**config.mk**
```make
export PLATFORM = sky130hd
export DESIGN_NAME = engine_start_stop_sequencer
export DESIGN_NICKNAME = d
export VERILOG_FILES = /design/src/verilog/engine_seq_pkg.sv /design/src/verilog/engine_start_stop_sequencer.sv
export SDC_FILE = /design/constraint.sdc
export NUM_CORES = 1
export LEC_CHECK = 0
export ABC_AREA = 1
export BUFFER_PORTS_ARGS = -buffer_cell sky130_fd_sc_hd__buf_2
export CORE_ASPECT_RATIO = 0.8
export CORE_MARGIN = 2
export CORE_UTILIZATION = 33
export CTS_CLUSTER_DIAMETER = 150
export DETAILED_ROUTE_END_ITERATION = 10
export GPL_ROUTABILITY_DRIVEN = 1
export SYNTH_ARGS = -nofsm -noshare
export SYNTH_HDL_FRONTEND = slang
export SYNTH_SLANG_ARGS = --single-unit
```
**constraint.sdc**
```tcl
create_clock -name pclk -period 4.6 [get_ports pclk]
set_input_delay 0.23 -clock pclk [delete_from_list [all_inputs] [get_ports pclk]]
set_output_delay 0.23 -clock pclk [all_outputs]
set_load 0.01 [all_outputs]
```
**src/verilog/engine_seq_pkg.sv**
```systemverilog
// engine start/stop sequencer: register map, field layout, reset values, states, carriers
// assumes a 40 MHz pclk and an APB master with 32-bit data
package engine_seq_pkg;

    // ======================================================================
    // timing
    localparam int CLK_PERIOD_NS = 25;
    localparam int TICK_PERIOD_NS = 1000000000;
    localparam int TICK_CYCLES_DEF = TICK_PERIOD_NS / CLK_PERIOD_NS;

    // ======================================================================
    // register offsets (byte addresses)
    localparam logic [7:0] CTRL_OFS = 8'h00;
    localparam logic [7:0] EVT_EN_OFS = 8'h04;
    localparam logic [7:0] CRANK_OFS = 8'h08;
    localparam logic [7:0] STEADY_OFS = 8'h0C;
    localparam logic [7:0] STOP_OFS = 8'h10;
    localparam logic [7:0] AUX_OFS = 8'h14;
    localparam logic [7:0] STATUS_OFS = 8'h18;
    localparam logic [7:0] EVENT_OFS = 8'h1C;

    // ======================================================================
    // field positions
    localparam int CTRL_MANUAL_BIT = 0;
    localparam int CTRL_LOW_SPEED_BIT = 1;
    localparam int CTRL_DUAL_BATT_BIT = 2;
    localparam int CTRL_ESTOP_BIT = 3;
    localparam int EVT_ENGINE_BIT = 3;
    localparam int EVT_REQUEST_BIT = 6;
    // byte lanes of the configuration registers, and the bit position of the supply selector
    localparam int CRANK_ATTEMPTS_B = 0;
    localparam int CRANK_TIME_B = 1;
    localparam int CRANK_PAUSE_B = 2;
    localparam int CRANK_BATT_EXTRA_B = 3;
    localparam int STEADY_TIMEOUT_B = 0;
    localparam int STEADY_DELIVERY_B = 1;
    localparam int STEADY_OIL_MASK_B = 2;
    localparam int STEADY_LOW_SPEED_B = 3;
    localparam int STOP_COOL_B = 0;
    localparam int STOP_FUEL_DELAY_B = 1;
    localparam int STOP_PULSE_B = 2;
    localparam int STOP_CYCLE_B = 3;
    localparam int AUX_SRC_LSB = 0;
    localparam int AUX_COOL_THR_B = 1;
    localparam int AUX_PREP_B = 2;

    // ======================================================================
    // reset values
    localparam logic [7:0] CTRL_RST = 8'h00;
    localparam logic [7:0] EVT_EN_RST = 8'h48;
    localparam logic [31:0] CRANK_RST = 32'h050A0503;
    localparam logic [31:0] STEADY_RST = 32'h0A0A050A;
    localparam logic [31:0] STOP_RST = 32'h1E0A023C;
    localparam logic [31:0] AUX_RST = 32'h00030000;

    // ======================================================================
    // services supply selector and event codes
    localparam logic [1:0] SRC_GENERATOR = 2'h0;
    localparam logic [1:0] SRC_PARALLEL_BARS = 2'h1;
    localparam logic [1:0] SRC_USER_SIDE = 2'h2;
    localparam logic [1:0] SRC_MAINS = 2'h3;
    localparam logic [7:0] EV_ENGINE_BASE = 8'h40;
    localparam logic [7:0] EV_REQUEST_BASE = 8'h80;
    localparam int REQ_SOURCES = 8;

    typedef enum logic [3:0] {
        ST_IDLE = 4'h0,
        ST_PREP = 4'h1,
        ST_CRANK = 4'h2,
        ST_PAUSE = 4'h3,
        ST_LOW_SPEED = 4'h4,
        ST_STEADY = 4'h5,
        ST_WARMUP = 4'h6,
        ST_RUN = 4'h7,
        ST_BREAKER_OPEN = 4'h8,
        ST_COOL = 4'h9,
        ST_STOP = 4'hA
    } phase_type;

    typedef struct packed {
        logic running;
        logic volt_freq_ok;
        logic [7:0] coolant_temp;
        logic [3:0] supply_present;
        logic generator_breaker_closed;
    } engine_in_type;

    typedef struct packed {
        logic crank;
        logic fuel;
        logic stop;
        logic ecu_permit_output;
        logic prelube;
        logic glow;
        logic cleaning;
        logic generator_breaker_open;
        logic battery_sel;
        logic low_speed;
        logic load_permit;
        logic min_vf_protection;
        logic oil_protection;
    } engine_out_type;

    typedef struct packed {
        logic fail_start_alarm;
        logic no_steady_alarm;
        logic fail_stop_alarm;
    } alarm_type;

endpackage

```
**src/verilog/engine_start_stop_sequencer.sv**
```systemverilog
// engine start/stop sequencer with APB register slave and event logger
// assumes synchronous engine inputs and request sources on pclk
`timescale 1ns/1ps

module engine_start_stop_sequencer
    import engine_seq_pkg::*;
#(
    parameter int TICK_CYCLES = engine_seq_pkg::TICK_CYCLES_DEF
)
(
    input wire logic pclk,
    input wire logic presetn,
    input wire logic psel,
    input wire logic penable,
    input wire logic pwrite,
    input wire logic [7:0] paddr,
    input wire logic [31:0] pwdata,
    output logic [31:0] prdata,
    output logic pready,
    output logic pslverr,
    input wire engine_seq_pkg::engine_in_type engine_in,
    input wire logic [engine_seq_pkg::REQ_SOURCES-1:0] start_request,
    output engine_seq_pkg::engine_out_type engine_out,
    output engine_seq_pkg::alarm_type alarms,
    output logic event_valid,
    output logic [7:0] event_code
);

    import engine_seq_pkg::*;

    if (TICK_CYCLES < 2)
    begin : g_tick_check
        $error("TICK_CYCLES must be at least 2");
    end

    // ======================================================================
    // state
    typedef struct packed {
        phase_type phase;
        logic [31:0] tick_cnt;
        logic [7:0] sec;
        logic [7:0] attempt;
        logic long_pause;
        logic cooling_due;
        logic oil_masking;
        logic [7:0] oil_sec;
        logic [7:0] ctrl;
        logic [7:0] evt_en;
        logic [31:0] crank_cfg;
        logic [31:0] steady_cfg;
        logic [31:0] stop_cfg;
        logic [31:0] aux_cfg;
        logic [REQ_SOURCES-1:0] req_prev;
        logic [15:0] event_count;
        logic ev_valid;
        logic [7:0] ev_code;
        engine_out_type eo;
        alarm_type al;
        logic [31:0] rdata;
        logic ready;
        logic slverr;
    } seq_state_type;

    seq_state_type r_q;
    seq_state_type r_d;

    function automatic logic [7:0] field_byte(input logic [31:0] word, input int lane);
        field_byte = word[lane*8 +: 8];
    endfunction

    // engine state class seen by the event log
    function automatic logic [2:0] engine_class(input phase_type p);
        unique case (p)
            ST_IDLE: engine_class = 3'h0;
            ST_PREP, ST_CRANK, ST_PAUSE, ST_STEADY: engine_class = 3'h1;
            ST_WARMUP, ST_RUN, ST_BREAKER_OPEN: engine_class = 3'h2;
            ST_COOL: engine_class = 3'h3;
            ST_STOP: engine_class = 3'h4;
            ST_LOW_SPEED: engine_class = 3'h5;
        endcase
    endfunction

    // ======================================================================
    // next state
    logic tick;
    logic start_ok;
    logic estop;
    logic manual;
    logic attempt_over;
    logic wr_access;
    logic rd_access;
    logic [7:0] attempts_cfg;
    logic [7:0] fuel_delay;
    logic [8:0] stop_end;
    logic [1:0] src;
    logic [7:0] cool_thr;
    logic [REQ_SOURCES-1:0] req_diff;
    logic req_found;

    always_comb
    begin
        r_d = r_q;
        req_found = 1'b0;
        manual = r_q.ctrl[CTRL_MANUAL_BIT];
        estop = r_q.ctrl[CTRL_ESTOP_BIT];
        attempts_cfg = field_byte(r_q.crank_cfg, CRANK_ATTEMPTS_B);
        fuel_delay = field_byte(r_q.stop_cfg, STOP_FUEL_DELAY_B);
        stop_end = 9'(fuel_delay) + 9'(field_byte(r_q.stop_cfg, STOP_PULSE_B));
        src = r_q.aux_cfg[AUX_SRC_LSB +: 2];
        cool_thr = field_byte(r_q.aux_cfg, AUX_COOL_THR_B);
        attempt_over = 1'b0;

        // one-second tick
        tick = r_q.tick_cnt == 32'(TICK_CYCLES - 1);
        r_d.tick_cnt = tick ? 32'h00000000 : r_q.tick_cnt + 32'h00000001;
        if (tick && r_q.sec != 8'hFF)
        begin
            r_d.sec = r_q.sec + 8'h01;
        end

        // APB slave, one wait state
        wr_access = psel && penable && !r_q.ready && pwrite;
        rd_access = psel && penable && !r_q.ready && !pwrite;
        r_d.ready = psel && penable && !r_q.ready;
        r_d.slverr = 1'b0;
        r_d.rdata = 32'h00000000;
        if (wr_access)
        begin
            unique case (paddr)
                CTRL_OFS: r_d.ctrl = pwdata[7:0];
                EVT_EN_OFS: r_d.evt_en = pwdata[7:0];
                CRANK_OFS: r_d.crank_cfg = pwdata;
                STEADY_OFS: r_d.steady_cfg = pwdata;
                STOP_OFS: r_d.stop_cfg = pwdata;
                AUX_OFS: r_d.aux_cfg = pwdata;
                STATUS_OFS: r_d.al = r_q.al & ~alarm_type'(pwdata[2:0]);
                EVENT_OFS: r_d.slverr = 1'b0;
                default: r_d.slverr = 1'b1;
            endcase
        end
        if (rd_access)
        begin
            unique case (paddr)
                CTRL_OFS: r_d.rdata = {24'h000000, r_q.ctrl};
                EVT_EN_OFS: r_d.rdata = {24'h000000, r_q.evt_en};
                CRANK_OFS: r_d.rdata = r_q.crank_cfg;
                STEADY_OFS: r_d.rdata = r_q.steady_cfg;
                STOP_OFS: r_d.rdata = r_q.stop_cfg;
                AUX_OFS: r_d.rdata = r_q.aux_cfg;
                STATUS_OFS: r_d.rdata = {r_q.attempt, 8'h00, r_q.eo.oil_protection,
                    r_q.eo.min_vf_protection, r_q.eo.battery_sel, 1'b0, 4'(r_q.phase),
                    5'h00, r_q.al};
                EVENT_OFS: r_d.rdata = {r_q.event_count, 8'h00, r_q.ev_code};
                default: r_d.slverr = 1'b1;
            endcase
        end

        start_ok = (manual ? start_request[0] : |start_request[REQ_SOURCES-1:1])
            && !estop && (r_q.al == 3'h0);

        // ==================================================================
        // sequencer
        unique case (r_q.phase)
            ST_IDLE:
            begin
                r_d.eo.min_vf_protection = 1'b0;
                if (start_ok)
                begin
                    r_d.phase = ST_PREP;
                    r_d.attempt = 8'h00;
                    r_d.eo.battery_sel = 1'b0;
                    r_d.cooling_due = 1'b0;
                end
            end
            ST_PREP:
            begin
                if (!start_ok)
                    r_d.phase = ST_STOP;
                else if (r_q.sec >= field_byte(r_q.aux_cfg, AUX_PREP_B))
                    r_d.phase = ST_CRANK;
            end
            ST_CRANK:
            begin
                if (!start_ok)
                    r_d.phase = ST_STOP;
                else if (engine_in.running)
                begin
                    r_d.attempt = r_q.attempt + 8'h01;
                    r_d.oil_masking = 1'b1;
                    r_d.oil_sec = 8'h00;
                    r_d.phase = r_q.ctrl[CTRL_LOW_SPEED_BIT] ? ST_LOW_SPEED : ST_STEADY;
                end
                else if (r_q.sec >= field_byte(r_q.crank_cfg, CRANK_TIME_B))
                begin
                    r_d.attempt = r_q.attempt + 8'h01;
                    attempt_over = 1'b1;
                end
            end
            ST_PAUSE:
            begin
                if (!start_ok)
                    r_d.phase = ST_STOP;
                else if (9'(r_q.sec) >= 9'(field_byte(r_q.crank_cfg, CRANK_PAUSE_B))
                    + (r_q.long_pause ? 9'(field_byte(r_q.crank_cfg, CRANK_BATT_EXTRA_B)) : 9'h000))
                    r_d.phase = ST_PREP;
            end
            ST_LOW_SPEED:
            begin
                if (!start_ok || estop)
                    r_d.phase = ST_STOP;
                else if (!engine_in.running)
                    attempt_over = 1'b1;
                else if (r_q.sec >= field_byte(r_q.steady_cfg, STEADY_LOW_SPEED_B))
                    r_d.phase = ST_STEADY;
            end
            ST_STEADY:
            begin
                if (!start_ok || estop)
                    r_d.phase = ST_STOP;
                else if (!engine_in.running)
                    attempt_over = 1'b1;
                else if (engine_in.volt_freq_ok)
                begin
                    r_d.eo.min_vf_protection = 1'b1;
                    r_d.phase = manual ? ST_RUN : ST_WARMUP;
                end
                else if (r_q.sec >= field_byte(r_q.steady_cfg, STEADY_TIMEOUT_B))
                begin
                    r_d.al.no_steady_alarm = 1'b1;
                    r_d.phase = ST_STOP;
                end
            end
            ST_WARMUP:
            begin
                if (estop)
                    r_d.phase = ST_STOP;
                else if (!start_ok)
                    r_d.phase = ST_BREAKER_OPEN;
                else if (r_q.sec >= field_byte(r_q.steady_cfg, STEADY_DELIVERY_B))
                    r_d.phase = ST_RUN;
            end
            ST_RUN:
            begin
                if (engine_in.generator_breaker_closed && !manual)
                    r_d.cooling_due = 1'b1;
                if (estop)
                    r_d.phase = ST_STOP;
                else if (!start_ok)
                    r_d.phase = ST_BREAKER_OPEN;
            end
            ST_BREAKER_OPEN:
            begin
                // open command issued this cycle; stop sequence follows
                r_d.phase = r_q.cooling_due && !estop ? ST_COOL : ST_STOP;
            end
            ST_COOL:
            begin
                if (estop || r_q.sec >= field_byte(r_q.stop_cfg, STOP_COOL_B))
                    r_d.phase = ST_STOP;
                else if (cool_thr != 8'h00 && engine_in.coolant_temp < cool_thr)
                    r_d.phase = ST_STOP;
                else if (!engine_in.supply_present[src])
                    r_d.phase = ST_STOP;
                else if (start_ok)
                    r_d.phase = ST_RUN;
            end
            ST_STOP:
            begin
                r_d.eo.min_vf_protection = 1'b0;
                if (r_q.sec >= field_byte(r_q.stop_cfg, STOP_CYCLE_B))
                begin
                    if (engine_in.running)
                        r_d.al.fail_stop_alarm = 1'b1;
                    r_d.phase = ST_IDLE;
                end
                else if (start_ok && !engine_in.running && !r_q.eo.fuel && r_q.sec > fuel_delay)
                    r_d.phase = ST_IDLE;
            end
            default:
                r_d.phase = ST_IDLE;
        endcase

        // attempt ended without a start
        if (attempt_over)
        begin
            r_d.long_pause = 1'b0;
            if (r_d.attempt < attempts_cfg)
                r_d.phase = ST_PAUSE;
            else if (r_q.ctrl[CTRL_DUAL_BATT_BIT] && !r_q.eo.battery_sel && !manual)
            begin
                r_d.eo.battery_sel = 1'b1;
                r_d.attempt = 8'h00;
                r_d.long_pause = 1'b1;
                r_d.phase = ST_PAUSE;
            end
            else
            begin
                r_d.al.fail_start_alarm = 1'b1;
                r_d.phase = ST_STOP;
            end
        end

        // phase timers restart at entry
        if (r_d.phase != r_q.phase)
        begin
            r_d.tick_cnt = 32'h00000000;
            r_d.sec = 8'h00;
        end

        // oil protection mask runs across phases
        if (r_q.oil_masking && tick)
            r_d.oil_sec = r_q.oil_sec + 8'h01;
        if (r_d.oil_sec >= field_byte(r_q.steady_cfg, STEADY_OIL_MASK_B))
            r_d.oil_masking = 1'b0;

        // ==================================================================
        // outputs from next phase
        r_d.eo.crank = r_d.phase == ST_CRANK;
        r_d.eo.prelube = r_d.phase == ST_PREP;
        r_d.eo.glow = r_d.phase == ST_PREP;
        r_d.eo.cleaning = r_d.phase == ST_PAUSE;
        r_d.eo.low_speed = r_d.phase == ST_LOW_SPEED;
        r_d.eo.load_permit = r_d.phase == ST_RUN;
        r_d.eo.generator_breaker_open = r_d.phase inside {ST_BREAKER_OPEN, ST_COOL, ST_STOP};
        r_d.eo.ecu_permit_output = r_d.phase inside {ST_CRANK, ST_LOW_SPEED, ST_STEADY,
            ST_WARMUP, ST_RUN, ST_BREAKER_OPEN, ST_COOL};
        // fuel held until the release delay; stop pulse only after it
        r_d.eo.fuel = r_d.eo.ecu_permit_output || (r_d.phase == ST_STOP && r_d.sec < fuel_delay);
        r_d.eo.stop = r_d.phase == ST_STOP && !r_d.eo.fuel && 9'(r_d.sec) < stop_end;
        r_d.eo.oil_protection = !r_d.oil_masking && r_d.phase inside {ST_LOW_SPEED, ST_STEADY,
            ST_WARMUP, ST_RUN, ST_BREAKER_OPEN, ST_COOL};
        if (r_d.phase == ST_IDLE)
            r_d.oil_masking = 1'b0;

        // ==================================================================
        // event log, engine class first, one request change per cycle
        r_d.ev_valid = 1'b0;
        req_diff = start_request ^ r_q.req_prev;
        if (!r_q.evt_en[EVT_REQUEST_BIT])
            r_d.req_prev = start_request;
        if (r_q.evt_en[EVT_ENGINE_BIT] && engine_class(r_d.phase) != engine_class(r_q.phase))
        begin
            r_d.ev_valid = 1'b1;
            r_d.ev_code = EV_ENGINE_BASE | 8'(engine_class(r_d.phase));
        end
        else if (r_q.evt_en[EVT_REQUEST_BIT])
        begin
            for (int i = 0; i < REQ_SOURCES; i++)
            begin
                if (req_diff[i] && !req_found)
                begin
                    req_found = 1'b1;
                    r_d.req_prev[i] = start_request[i];
                    r_d.ev_valid = 1'b1;
                    r_d.ev_code = EV_REQUEST_BASE | {4'h0, !start_request[i], 3'(i)};
                end
            end
        end
        if (r_d.ev_valid)
            r_d.event_count = r_q.event_count + 16'h0001;
    end

    // ======================================================================
    // registers
    always_ff @(posedge pclk or negedge presetn)
    begin
        if (!presetn)
        begin
            r_q <= '0;
            r_q.phase <= ST_IDLE;
            r_q.ctrl <= CTRL_RST;
            r_q.evt_en <= EVT_EN_RST;
            r_q.crank_cfg <= CRANK_RST;
            r_q.steady_cfg <= STEADY_RST;
            r_q.stop_cfg <= STOP_RST;
            r_q.aux_cfg <= AUX_RST;
        end
        else
        begin
            r_q <= r_d;
        end
    end

    assign prdata = r_q.rdata;
    assign pready = r_q.ready;
    assign pslverr = r_q.slverr;
    assign engine_out = r_q.eo;
    assign alarms = r_q.al;
    assign event_valid = r_q.ev_valid;
    assign event_code = r_q.ev_code;

endmodule
```
==> results.md, run 1 <==
- R2R cell count: 40
- Status: finished with violations
- Root Buffer: clkbuf_16
- FILL cells: 5211
- CP max stage delay: 0.53 ns
- Crit path capture type: flip-flop
- Synthesized flop and latch total: 287
- Final GP Congestion: 0.930
- Antenna-violating nets left: 0
- First-pass GRT wire length: 91100 um
- Iter 0 DRT Violations: 1447
- Area delta synth->final: 23.0%
- Gr ovfl total: 0
- Number of flops mapped to enable cells by yosys: 0
- Worst Hold Class: in -> reg
- Die Y: 210 um
- Synth area leaders: dfrtp_1 (37%), nand2_1 (9.8%), ha_1 (9.3%), o21ai_0 (6.6%), inv_1 (6.4%)
- Vias in the first global route: 15400
- Max-slew violation count: 0
- Die area: 54700 sq um
- Power share of the sequential group: 0.360
- WL/cell: 19.4 um
- RSZ-0062 raised after global routing: true
- Antenna cell count: 0
- FMAX: 201 MHz
- Clock power frac: 0.363
- Period utilization: 1.08
- Worst Path Class, Setup: reg -> reg
- Peak supply drop: 237 uV
- Max-cap violations: 0
- WHS Path Cells: 3
- Leak: 9.90 nW
- Synth warnings: 0
- Top delay family on crit path: simple AND/OR/NAND/NOR gates
- PD cells: 370 nW/um^2
- Violated checks: negative setup slack
- WL final: 59900 um
- Initial antenna violation count: 2
- Cell count after synthesis: 2163
- Drt pass-1 iters: 6
- Logic pwr share: 0.277
- Synth Cell Area: 17400 sq um
- Largest area contributor in the netlist: dfrtp_1
- Post-DP HPWL: 42700 um
- Distinct cell type count after synthesis: 66
- DIE WIDTH: 261 um
- TritonCTS Buffers: 34
- Core area: 52300 sq um
- CTS tree: yes
- Int Pwr: 5.26 mW
- Critical path arrival: 5.42 ns
- Via count: 15900
- Clock Path Buffers: 3
- P_sw: 2.67 mW
- Min Tclk post-route: 4.97 ns
- Primary FF master, synth: dfrtp_1
- I/O Pins: 127
- Num rows: 75
- Initial core utilization: 0.334
- Largest net degree at the start of global routing: 107
- Setup crit start kind: flip-flop
- Total track usage: 0.218
- Worst-Margin Slew: 0.939 ns
- Layout cells sized above 1: 0.223
- Critical Path RT: 5.05 ns
- Final design utilization: 0.410
- Post-synthesis async set-or-reset flop share: 1.00
- Port-buffer cells: 124
- Buf/Inv on CP: 6
- Critical path's most frequent cell: nand2_2
- Avg Inst Size Synth: 8.06 sq um
- Post-synthesis sequential area ratio: 0.414
- CTS sink cnt: 287
- Final-report hold violation count: 0
- CP Max Fanout: 5
- Nets: 2576
- Worst Skew: 0.0233 ns
- Crit-path slowest cell: dfstp_2
- Clk slew on worst S/H paths: 0.06 ns
- Htree depth: 2
- Setup slack after layout: -0.372 ns
- Worst slew margin: 0.373
- Switching Share: 0.337
- Residual DRC: 0
- Total power after layout: 7.93 mW
- # setup viols final: 12
- Synth top area share: 0.367
- Drt via density: 5.13
- Clk_lat worst skew: 0.56 ns
- Worst path depth: 40
## what timing repair did
item                                    CTS  global route
hold buffers                             14             0
setup buffers                            21            10
pin swaps                                35            47
endpoints found under the hold margin   104             0
gates cloned                              4             1
gates resized for setup                  77            79
endpoints found under the setup margin   21            35
## power groups by stage
stage | combinational [mW] | clock, mW | sequential, mW
finish | 2.20 | 2.88 | 2.85
global route | 2.39 | 3.04 | 2.87
CTS | 2.06 | 2.95 | 2.85
detailed placement | 1.85 | 0 | 2.89
global placement | 1.84 | 0 | 2.89
floorplan | 1.21 | 0 | 2.82
## cells by family (layout without fill, tap and decap cells)
group | Yosys count | count (layout) | synth area share
xor+xnor | 54 | 54 | 0.0280
other cells | 1 | 2 | 0.000215
fa+ha+maj | 132 | 132 | 0.0956
compound gates | 464 | 464 | 0.153
mux | 2 | 2 | 0.00115
buf+inv | 425 | 660 | 0.106
simple gates | 798 | 801 | 0.202
flops | 287 | 287 | 0.414
## worst paths after layout
kind,slack (ns),to,startpoint
hold / removal,0.03,r_q[145]$_DFFE_PN0P_,pwdata[30]
setup / recovery,-0.37,engine_out[10]$_DFF_PN0_,r_q[189]$_DFFE_PN1P_
setup reg to reg,-0.37,engine_out[10]$_DFF_PN0_,r_q[189]$_DFFE_PN1P_
max in group asynchronous,3.25,r_q[59]$_DFFE_PN0P_,presetn
min in group asynchronous,0.29,prdata[31]$_DFF_PN0_,presetn
hold reg to reg,0.47,pready$_DFF_PN0_,pready$_DFF_PN0_
## worst reg2reg max path, delay by kind of cell (launching register included)
| family | cells | cell delay (ns) |
|---|---|---|
| compound gates | 5 | 0.89 |
| fa+ha+maj | 3 | 0.73 |
| buf+inv | 6 | 0.52 |
| flops | 1 | 0.53 |
| simple gates | 26 | 2.21 |
## Yosys cell counts, drive strengths merged (4+ instances only)
master and instances:
o22ai 22, xnor2 19, clkinv 5, inv 307, nor2 177, nand3 58
ha 130, a31oi 32, xor2 35, a221oi 30, nor3b 5, clkbuf 45
o21a 9, nor3 42, nor4 16, dfrtp 256, nand2 465, a211oi 4
nand4 29, o21bai 4, a21oi 97, buf 68, dfstp 31, o21ai 244
## cell usage in the layout, fill, tap and decap left out, drive strengths merged, types with 3 or more instances in the layout
cell and n:
clkbuf 46, nor2 177, a21oi 97, a31oi 32, inv 309, bufinv 4
dfstp 31, nor3 42, dlygate4sd3 14, a221oi 30, xnor2 19, nand3b 3
nor3b 5, ha 130, o21a 9, o2111ai 3, buf 272, nand3 58
nand2 468, a21o 3, o211ai 3, o21bai 4, clkinv 13, o21ai 244
o22ai 22, a211oi 4, nand4 29, nor4 16, xor2 35, dfrtp 256
## metrics by stage
stage | instance area (sq um) | setup slack, ns | instances | hold WS, ns | setup TNS, ns
floorplan | 17500 | 0.0196 | 2164 | -0.0656 | 0
global placement | 19200 | -0.413 | 2988 | 0.308 | -0.798
detailed placement | 19200 | -0.496 | 2988 | 0.314 | -1.42
CTS | 21100 | -0.234 | 3088 | 0.00482 | -0.420
global route | 21400 | -0.649 | 3095 | 0.0355 | -6.43
finish | 21400 | -0.372 | 3095 | 0.0268 | -0.854
## cell type report
class / count / area [sq um] / share of cell area
flip-flops and latches: 287 / 7220 / 0.337
well taps: 693 / 867 / 0.0404
multi-input cells: 1455 / 8960 / 0.418
inverters: 312 / 1170 / 0.0548
clock buffers: 46 / 967 / 0.0451
clock inverters: 16 / 211 / 0.00986
repair buffers: 286 / 2040 / 0.0950
## layer usage
layer | routed length [um] | track usage | vias up
met4 | 1170 | 0.0541 | 4
met2 | 25600 | 0.325 | 646
met3 | 5480 | 0.0550 | 92
met1 | 27700 | 0.314 | 7582
li1 | - | - | 7539
met5 | 23 | 0 | -
## flip-flops by register name, summed over array words and instances, names as in the netlist
name and count:
alarms 3, attempts_cfg 8, cool_thr 8, engine_out 12, estop 1, event_code 6
event_valid 1, fuel_delay 8, manual 1, prdata 32, pready 1, pslverr 1
r_q 205
No activity file was read; power rests on OpenSTA's default activity.
==> run 2: changes to the inputs <==
--- a/config.mk
+++ b/config.mk
@@ -13,6 +13,7 @@
 export CTS_CLUSTER_DIAMETER = 150
 export DETAILED_ROUTE_END_ITERATION = 10
 export GPL_ROUTABILITY_DRIVEN = 1
+export PLACE_DENSITY = 0.59
 export SYNTH_ARGS = -nofsm -noshare
 export SYNTH_HDL_FRONTEND = slang
 export SYNTH_SLANG_ARGS = --single-unit
==> results.md, run 2 (synthesis results as in run 1) <==
- Worst Hold Class: in -> reg (unchanged)
- RSZ-0062 raised after global routing: true (unchanged)
- WHS Path Cells: 3 (unchanged)
- Setup crit start kind: flip-flop (unchanged)
- Core area: 52300 sq um (unchanged)
- PD cells: 380 nW/um^2 (was 370 nW/um^2)
- R2r endpoint: engine_out[10]$_DFF_PN0_ (unchanged)
- Biggest register: r_q (unchanged)
- Non-filler cells, final: 3091 (was 3095)
- Gr ovfl total: 0 (unchanged)
- Buf/Inv on CP: 10 (was 6)
- DIE WIDTH: 261 um (unchanged)
- Worst slew margin: 0.278 (was 0.373)
- Register area: 7220 sq um (about the same)
- P_sw: 2.68 mW (was 2.67 mW)
- Min Tclk post-route: 4.82 ns (was 4.97 ns)
- Clk_lat worst skew: 0.55 ns (was 0.56 ns)
- First-pass GRT wire length: 90600 um (was 91100 um)
- Die area: 54700 sq um (unchanged)
- Root Buffer: clkbuf_16 (unchanged)
- Peak supply drop: 202 uV (was 237 uV)
- Drt pass-1 iters: 6 (unchanged)
- Most common cell after layout, fill and taps aside: nand2_1 (unchanged)
- Clock power frac: 0.376 (was 0.363)
- Design area: 21300 sq um (was 21400 sq um)
- Final-report hold violation count: 0 (unchanged)
- Max-slew violation count: 0 (unchanged)
- Crit path capture type: flip-flop (unchanged)
- Critical Path RT: 5.08 ns (was 5.05 ns)
- Clock Path Buffers: 3 (unchanged)
- Residual DRC: 0 (unchanged)
- Worst Path Class, Setup: reg -> reg (unchanged)
- Drt via density: 5.15 (was 5.13)
- CTS sink cnt: 287 (unchanged)
- Post-DP HPWL: 43500 um (was 42700 um)
- Nets: 2572 (was 2576)
- R2R cell count: 38 (was 40)
- Period utilization: 1.05 (was 1.08)
- CTS tree: yes (unchanged)
- Violated checks: negative setup slack (unchanged)
- Worst-Margin Slew: 1.08 ns (was 0.939 ns)
- # setup viols final: 18 (was 12)
- Worst Hold Path EP: r_q[203]$_DFFE_PN1P_ (was r_q[145]$_DFFE_PN0P_)
- Antenna-violating nets left: 0 (unchanged)
- Number of flip-flops under the largest register name: 205 (unchanged)
- Logic pwr share: 0.272 (was 0.277)
- Clk slew on worst S/H paths: 0.06 ns (about the same)
- Area of the multi-input gates: 8840 sq um (was 8960 sq um)
- Setup slack after layout: -0.220 ns (was -0.372 ns)
- Worst Hold Launch: pwdata[24] (was pwdata[30])
- WL/cell: 19.2 um (was 19.4 um)
- CP max stage delay: 0.53 ns (about the same)
- TritonCTS Buffers: 35 (was 34)
- Status: finished with violations (unchanged)
- Via count: 15900 (about the same)
- FILL cells: 5213 (was 5211)
- Critical path arrival: 5.30 ns (was 5.42 ns)
- Vias in the first global route: 15200 (was 15400)
- Int Pwr: 5.42 mW (was 5.26 mW)
- Most frequent cells in the layout: nand2_1 (431), inv_1 (289), dfrtp_1 (255), o21ai_0 (217), nor2_1 (140) (was nand2_1 (421), inv_1 (288), dfrtp_1 (254), o21ai_0 (214), nor2_1 (145))
- WL final: 59300 um (was 59900 um)
- Num rows: 75 (unchanged)
- Final GP Congestion: 0.930 (about the same)
- Worst R2R Setup Slack: -0.22 ns (was -0.37 ns)
- Iter 0 DRT Violations: 1532 (was 1447)
- Layout cells sized above 1: 0.215 (was 0.223)
- Crit-path slowest cell: dfstp_2 (unchanged)
- Critical path's most frequent cell: buf_4 (was nand2_2)
- Initial antenna violation count: 3 (was 2)
- Max-cap violations: 0 (unchanged)
- Post-DP Area: 19200 sq um (about the same)
- Leak: 9.80 nW (was 9.90 nW)
- Top delay family on crit path: simple AND/OR/NAND/NOR gates (unchanged)
- Total track usage: 0.218 (about the same)
- Die Y: 210 um (unchanged)
- Worst Skew: 0.0201 ns (was 0.0233 ns)
- Largest net degree at the start of global routing: 121 (was 107)
- Placed Cells: 2977 (was 2988)
- Port-buffer cells: 124 (unchanged)
- CP Max Fanout: 8 (was 5)
- Power share of the sequential group: 0.352 (was 0.360)
- FMAX: 207 MHz (was 201 MHz)
- Initial core utilization: 0.334 (unchanged)
- Area delta synth->final: 22.2% (was 23.0%)
- I/O Pins: 127 (unchanged)
- Worst flop-to-flop path startpoint: r_q[189]$_DFFE_PN1P_ (unchanged)
- Htree depth: 2 (unchanged)
- Hold Slack: 0.0142 ns (was 0.0268 ns)
- Antenna cell count: 0 (unchanged)
- Switching Share: 0.331 (was 0.337)
[run 2: repair_timing]
| item | in CTS | in global routing |
|---|---|---|
| setup endpoints to repair | 21 | 57 |
| resized for setup | 52 | 64 |
| setup buffers | 26 | 12 |
| hold buffers | 14 | 0 |
| pin swaps | 31 | 45 |
| endpoints found under the hold margin | 102 | 0 |
[run 2: worst register-to-register path, delay by kind of cell (launching register included)]
family,cells,cell delay [ns]
flops,1,0.53
compound gates,3,0.45
simple gates,23,2.11
fa+ha+maj,2,0.48
buf+inv,10,1.19
[run 2: final cells by class]
type,count,area share
clock inverter,18,0.0121
clock buffer,45,0.0472
sequential,287,0.339
inverter,312,0.0553
multi-input combinational,1452,0.415
timing repair buffer,284,0.0909
tap,693,0.0407
[run 2: power by group through the flow]
stage	sequential (mW)	combinational, mW	clock [mW]
after floorplan	2.82	1.21	0
after global placement	2.89	1.82	0
after detailed placement	2.89	1.84	0
after CTS	2.85	2.02	3.11
after global routing	2.87	2.38	3.21
final	2.85	2.20	3.05
[run 2: metal layers]
metal / global-route usage / share of wire / vias to the layer above / routed length [um]
li1: - / - / 7516 / -
met1: 0.328 / 0.47 / 7700 / 28000
met2: 0.322 / 0.42 / 615 / 25100
met3: 0.0366 / 0.081 / 97 / 4790
met4: 0.0562 / 0.023 / 0 / 1340
met5: 0 / 0 / - / 0
[run 2: stage by stage]
step | worst slack, ns | total power, mW | setup TNS, ns | utilization
6_report | -0.220 | 8.10 | -1.32 | 0.408
5_1_grt | -0.532 | 8.47 | -7.85 | 0.408
4_1_cts | -0.157 | 7.98 | -0.171 | 0.401
3_5_place_dp | -0.693 | 4.73 | -1.91 | 0.366
3_3_place_gp | -0.615 | 4.72 | -1.16 | 0.366
2_1_floorplan | 0.0196 | 4.03 | 0 | -
[run 2: worst max path at each step]
stage / slack [ns] / cells after the start / start / end
final: -0.22 / 38 / r_q[189]$_DFFE_PN1P_ / engine_out[10]$_DFF_PN0_
after global placement: -0.61 / 40 / r_q[189]$_DFFE_PN1P_ / engine_out[10]$_DFF_PN0_
after CTS: -0.16 / 40 / r_q[189]$_DFFE_PN1P_ / engine_out[10]$_DFF_PN0_
after floorplan: 0.02 / 40 / r_q[189]$_DFFE_PN1P_ / engine_out[10]$_DFF_PN0_
after detailed placement: -0.69 / 40 / r_q[189]$_DFFE_PN1P_ / engine_out[10]$_DFF_PN0_
after global routing: -0.53 / 37 / r_q[189]$_DFFE_PN1P_ / engine_out[10]$_DFF_PN0_
==> run 3: changes to the inputs <==
--- a/config.mk
+++ b/config.mk
@@ -7,13 +7,15 @@
 export LEC_CHECK = 0
 export ABC_AREA = 1
 export BUFFER_PORTS_ARGS = -buffer_cell sky130_fd_sc_hd__buf_2
+export CELL_PAD_IN_SITES_DETAIL_PLACEMENT = 0
+export CELL_PAD_IN_SITES_GLOBAL_PLACEMENT = 1
 export CORE_ASPECT_RATIO = 0.8
 export CORE_MARGIN = 2
 export CORE_UTILIZATION = 33
 export CTS_CLUSTER_DIAMETER = 150
 export DETAILED_ROUTE_END_ITERATION = 10
 export GPL_ROUTABILITY_DRIVEN = 1
-export PLACE_DENSITY = 0.59
+export PLACE_DENSITY = 0.71
 export SYNTH_ARGS = -nofsm -noshare
 export SYNTH_HDL_FRONTEND = slang
 export SYNTH_SLANG_ARGS = --single-unit
==> results.md, run 3 (synthesis results as in run 1) <==
- WL/cell: 19.1 um (was 19.2 um)
- Critical path arrival: 5.10 ns (was 5.30 ns)
- Worst R2R Setup Slack: -0.05 ns (was -0.22 ns)
- Setup slack after layout: -0.0547 ns (was -0.220 ns)
- Critical path's most frequent cell: nand2_1 (was buf_4)
- Final-report hold violation count: 0 (unchanged)
- Setup WS pre-CTS: -0.514 ns (was -0.693 ns)
- Violated checks: negative setup slack (unchanged)
- Htree depth: 2 (unchanged)
- Post-DP Area: 19100 sq um (was 19200 sq um)
- Port-buffer cells: 124 (unchanged)
- # setup viols final: 1 (was 18)
- Most frequent cells in the layout: nand2_1 (435), inv_1 (292), dfrtp_1 (254), o21ai_0 (218), nor2_1 (145) (was nand2_1 (431), inv_1 (289), dfrtp_1 (255), o21ai_0 (217), nor2_1 (140))
- Final GP Congestion: 0.926 (was 0.930)
- Final design utilization: 0.403 (was 0.408)
- Clock Path Buffers: 3 (unchanged)
- Worst slew margin: 0.396 (was 0.278)
- CTS tree: yes (unchanged)
- Post-DP HPWL: 42900 um (was 43500 um)
- Initial antenna violation count: 0 (was 3)
- Root Buffer: clkbuf_16 (unchanged)
- Core area: 52300 sq um (unchanged)
- Clk_lat worst skew: 0.55 ns (about the same)
- Initial core utilization: 0.334 (unchanged)
- First-pass GRT wire length: 89300 um (was 90600 um)
- CP max stage delay: 0.53 ns (about the same)
- Die area: 54700 sq um (unchanged)
- WL final: 58700 um (was 59300 um)
- Die Y: 210 um (unchanged)
- Setup crit start kind: flip-flop (unchanged)
- Vias in the first global route: 14900 (was 15200)
- FILL cells: 5292 (was 5213)
- Num rows: 75 (unchanged)
- Number of flip-flops under the largest register name: 205 (unchanged)
- Layout cells sized above 1: 0.199 (was 0.215)
- Min Tclk post-route: 4.65 ns (was 4.82 ns)
- Via count: 15400 (was 15900)
- Max-slew violation count: 0 (unchanged)
- Max-cap violations: 0 (unchanged)
- Hold Slack: 0.0230 ns (was 0.0142 ns)
- Drt via density: 5.01 (was 5.15)
- Worst Hold Class: in -> reg (unchanged)
- Drt pass-1 iters: 5 (was 6)
- Area delta synth->final: 20.7% (was 22.2%)
- Biggest register: r_q (unchanged)
- Nets: 2554 (was 2572)
- Gr ovfl total: 0 (unchanged)
- DIE WIDTH: 261 um (unchanged)
- Worst-Margin Slew: 0.906 ns (was 1.08 ns)
- Crit path capture type: flip-flop (unchanged)
- Antenna cell count: 0 (unchanged)
- Most common cell after layout, fill and taps aside: nand2_1 (unchanged)
- Placed Cells: 2971 (was 2977)
- Largest net degree at the start of global routing: 120 (was 121)
- TritonCTS Buffers: 34 (was 35)
- Leak: 9.70 nW (was 9.80 nW)
- PD cells: 378 nW/um^2 (was 380 nW/um^2)
- Residual DRC: 0 (unchanged)
- FMAX: 215 MHz (was 207 MHz)
- Peak supply drop: 211 uV (was 202 uV)
- I/O Pins: 127 (unchanged)
- RSZ-0062 raised after global routing: true (unchanged)
- Non-filler cells, final: 3072 (was 3091)
- Period utilization: 1.01 (was 1.05)
- Total track usage: 0.215 (was 0.218)
- Iter 0 DRT Violations: 1235 (was 1532)
- Crit-path slowest cell: dfstp_2 (unchanged)
- Clk slew on worst S/H paths: 0.06 ns (about the same)
- Critical Path RT: 5.04 ns (was 5.08 ns)
- Worst Path Class, Setup: reg -> reg (unchanged)
- Design area: 21000 sq um (was 21300 sq um)
- Status: finished with violations (unchanged)
- Total power after layout: 7.95 mW (was 8.10 mW)
- Worst Skew: 0.0326 ns (was 0.0201 ns)
- Final setup TNS: -0.0547 ns (was -1.32 ns)
- CP Max Fanout: 8 (unchanged)
- Antenna-violating nets left: 0 (unchanged)
- CTS sink cnt: 287 (unchanged)
-- run 3: layout make-up --
class                           instances  area, sq um  share of cell area
Multi-Input combinational cell       1452         8730               0.415
Sequential cell                       287         7220               0.343
Timing Repair Buffer                  267         1870              0.0887
Inverter                              312         1180              0.0560
Clock buffer                           51         1040              0.0492
Tap cell                              693          867              0.0412
Clock inverter                         10          144             0.00684
-- run 3: timing repair --
action / 4_1_cts / 5_1_grt
cloned: 0 / 2
resized for setup: 40 / 51
endpoints found under the setup margin: 21 / 51
hold buffers: 16 / 0
setup buffers: 11 / 12
pin swaps: 24 / 30
endpoints found under the hold margin: 115 / 0
-- run 3: layer usage --
| metal | vias up | track usage | part of all wire |
|---|---|---|---|
| li1 | 7471 | - | - |
| met1 | 7386 | 0.320 | 0.49 |
| met2 | 453 | 0.314 | 0.43 |
| met3 | 71 | 0.0440 | 0.065 |
| met4 | 0 | 0.0586 | 0.022 |
| met5 | - | 0 | 0 |
-- run 3: path summary, 6_finish.rpt --
kind / end / cells after the start / from
worst min-delay path: r_q[105]$_DFFE_PN0P_ / 3 / pwdata[22]
worst max register to register: engine_out[10]$_DFF_PN0_ / 37 / r_q[203]$_DFFE_PN1P_
worst min register to register: r_q[161]$_DFFE_PN0P_ / 2 / r_q[161]$_DFFE_PN0P_
min in group asynchronous: r_q[73]$_DFFE_PN0P_ / 2 / presetn
worst max-delay path: engine_out[10]$_DFF_PN0_ / 37 / r_q[203]$_DFFE_PN1P_
max in group asynchronous: attempts_cfg[3]$_DFFE_PN0P_ / 3 / presetn
-- run 3: critical path, delay by kind of cell (launching register included) --
family                     cells  cell delay, ns
DFF                            1            0.53
adders and majority gates      4            1.09
AOI/OAI and AO/OA              3            0.39
buffers and inverters          5            0.39
xor gates and xnor gates       1            0.17
and+or+nand+nor               24            1.97
-- run 3: power by group --
group,internal (mW),switching (mW),total [mW]
Clock,1.73,1.16,2.90
Sequential,2.69,0.161,2.85
Combinational,0.888,1.31,2.20
Total,5.31,2.64,7.95
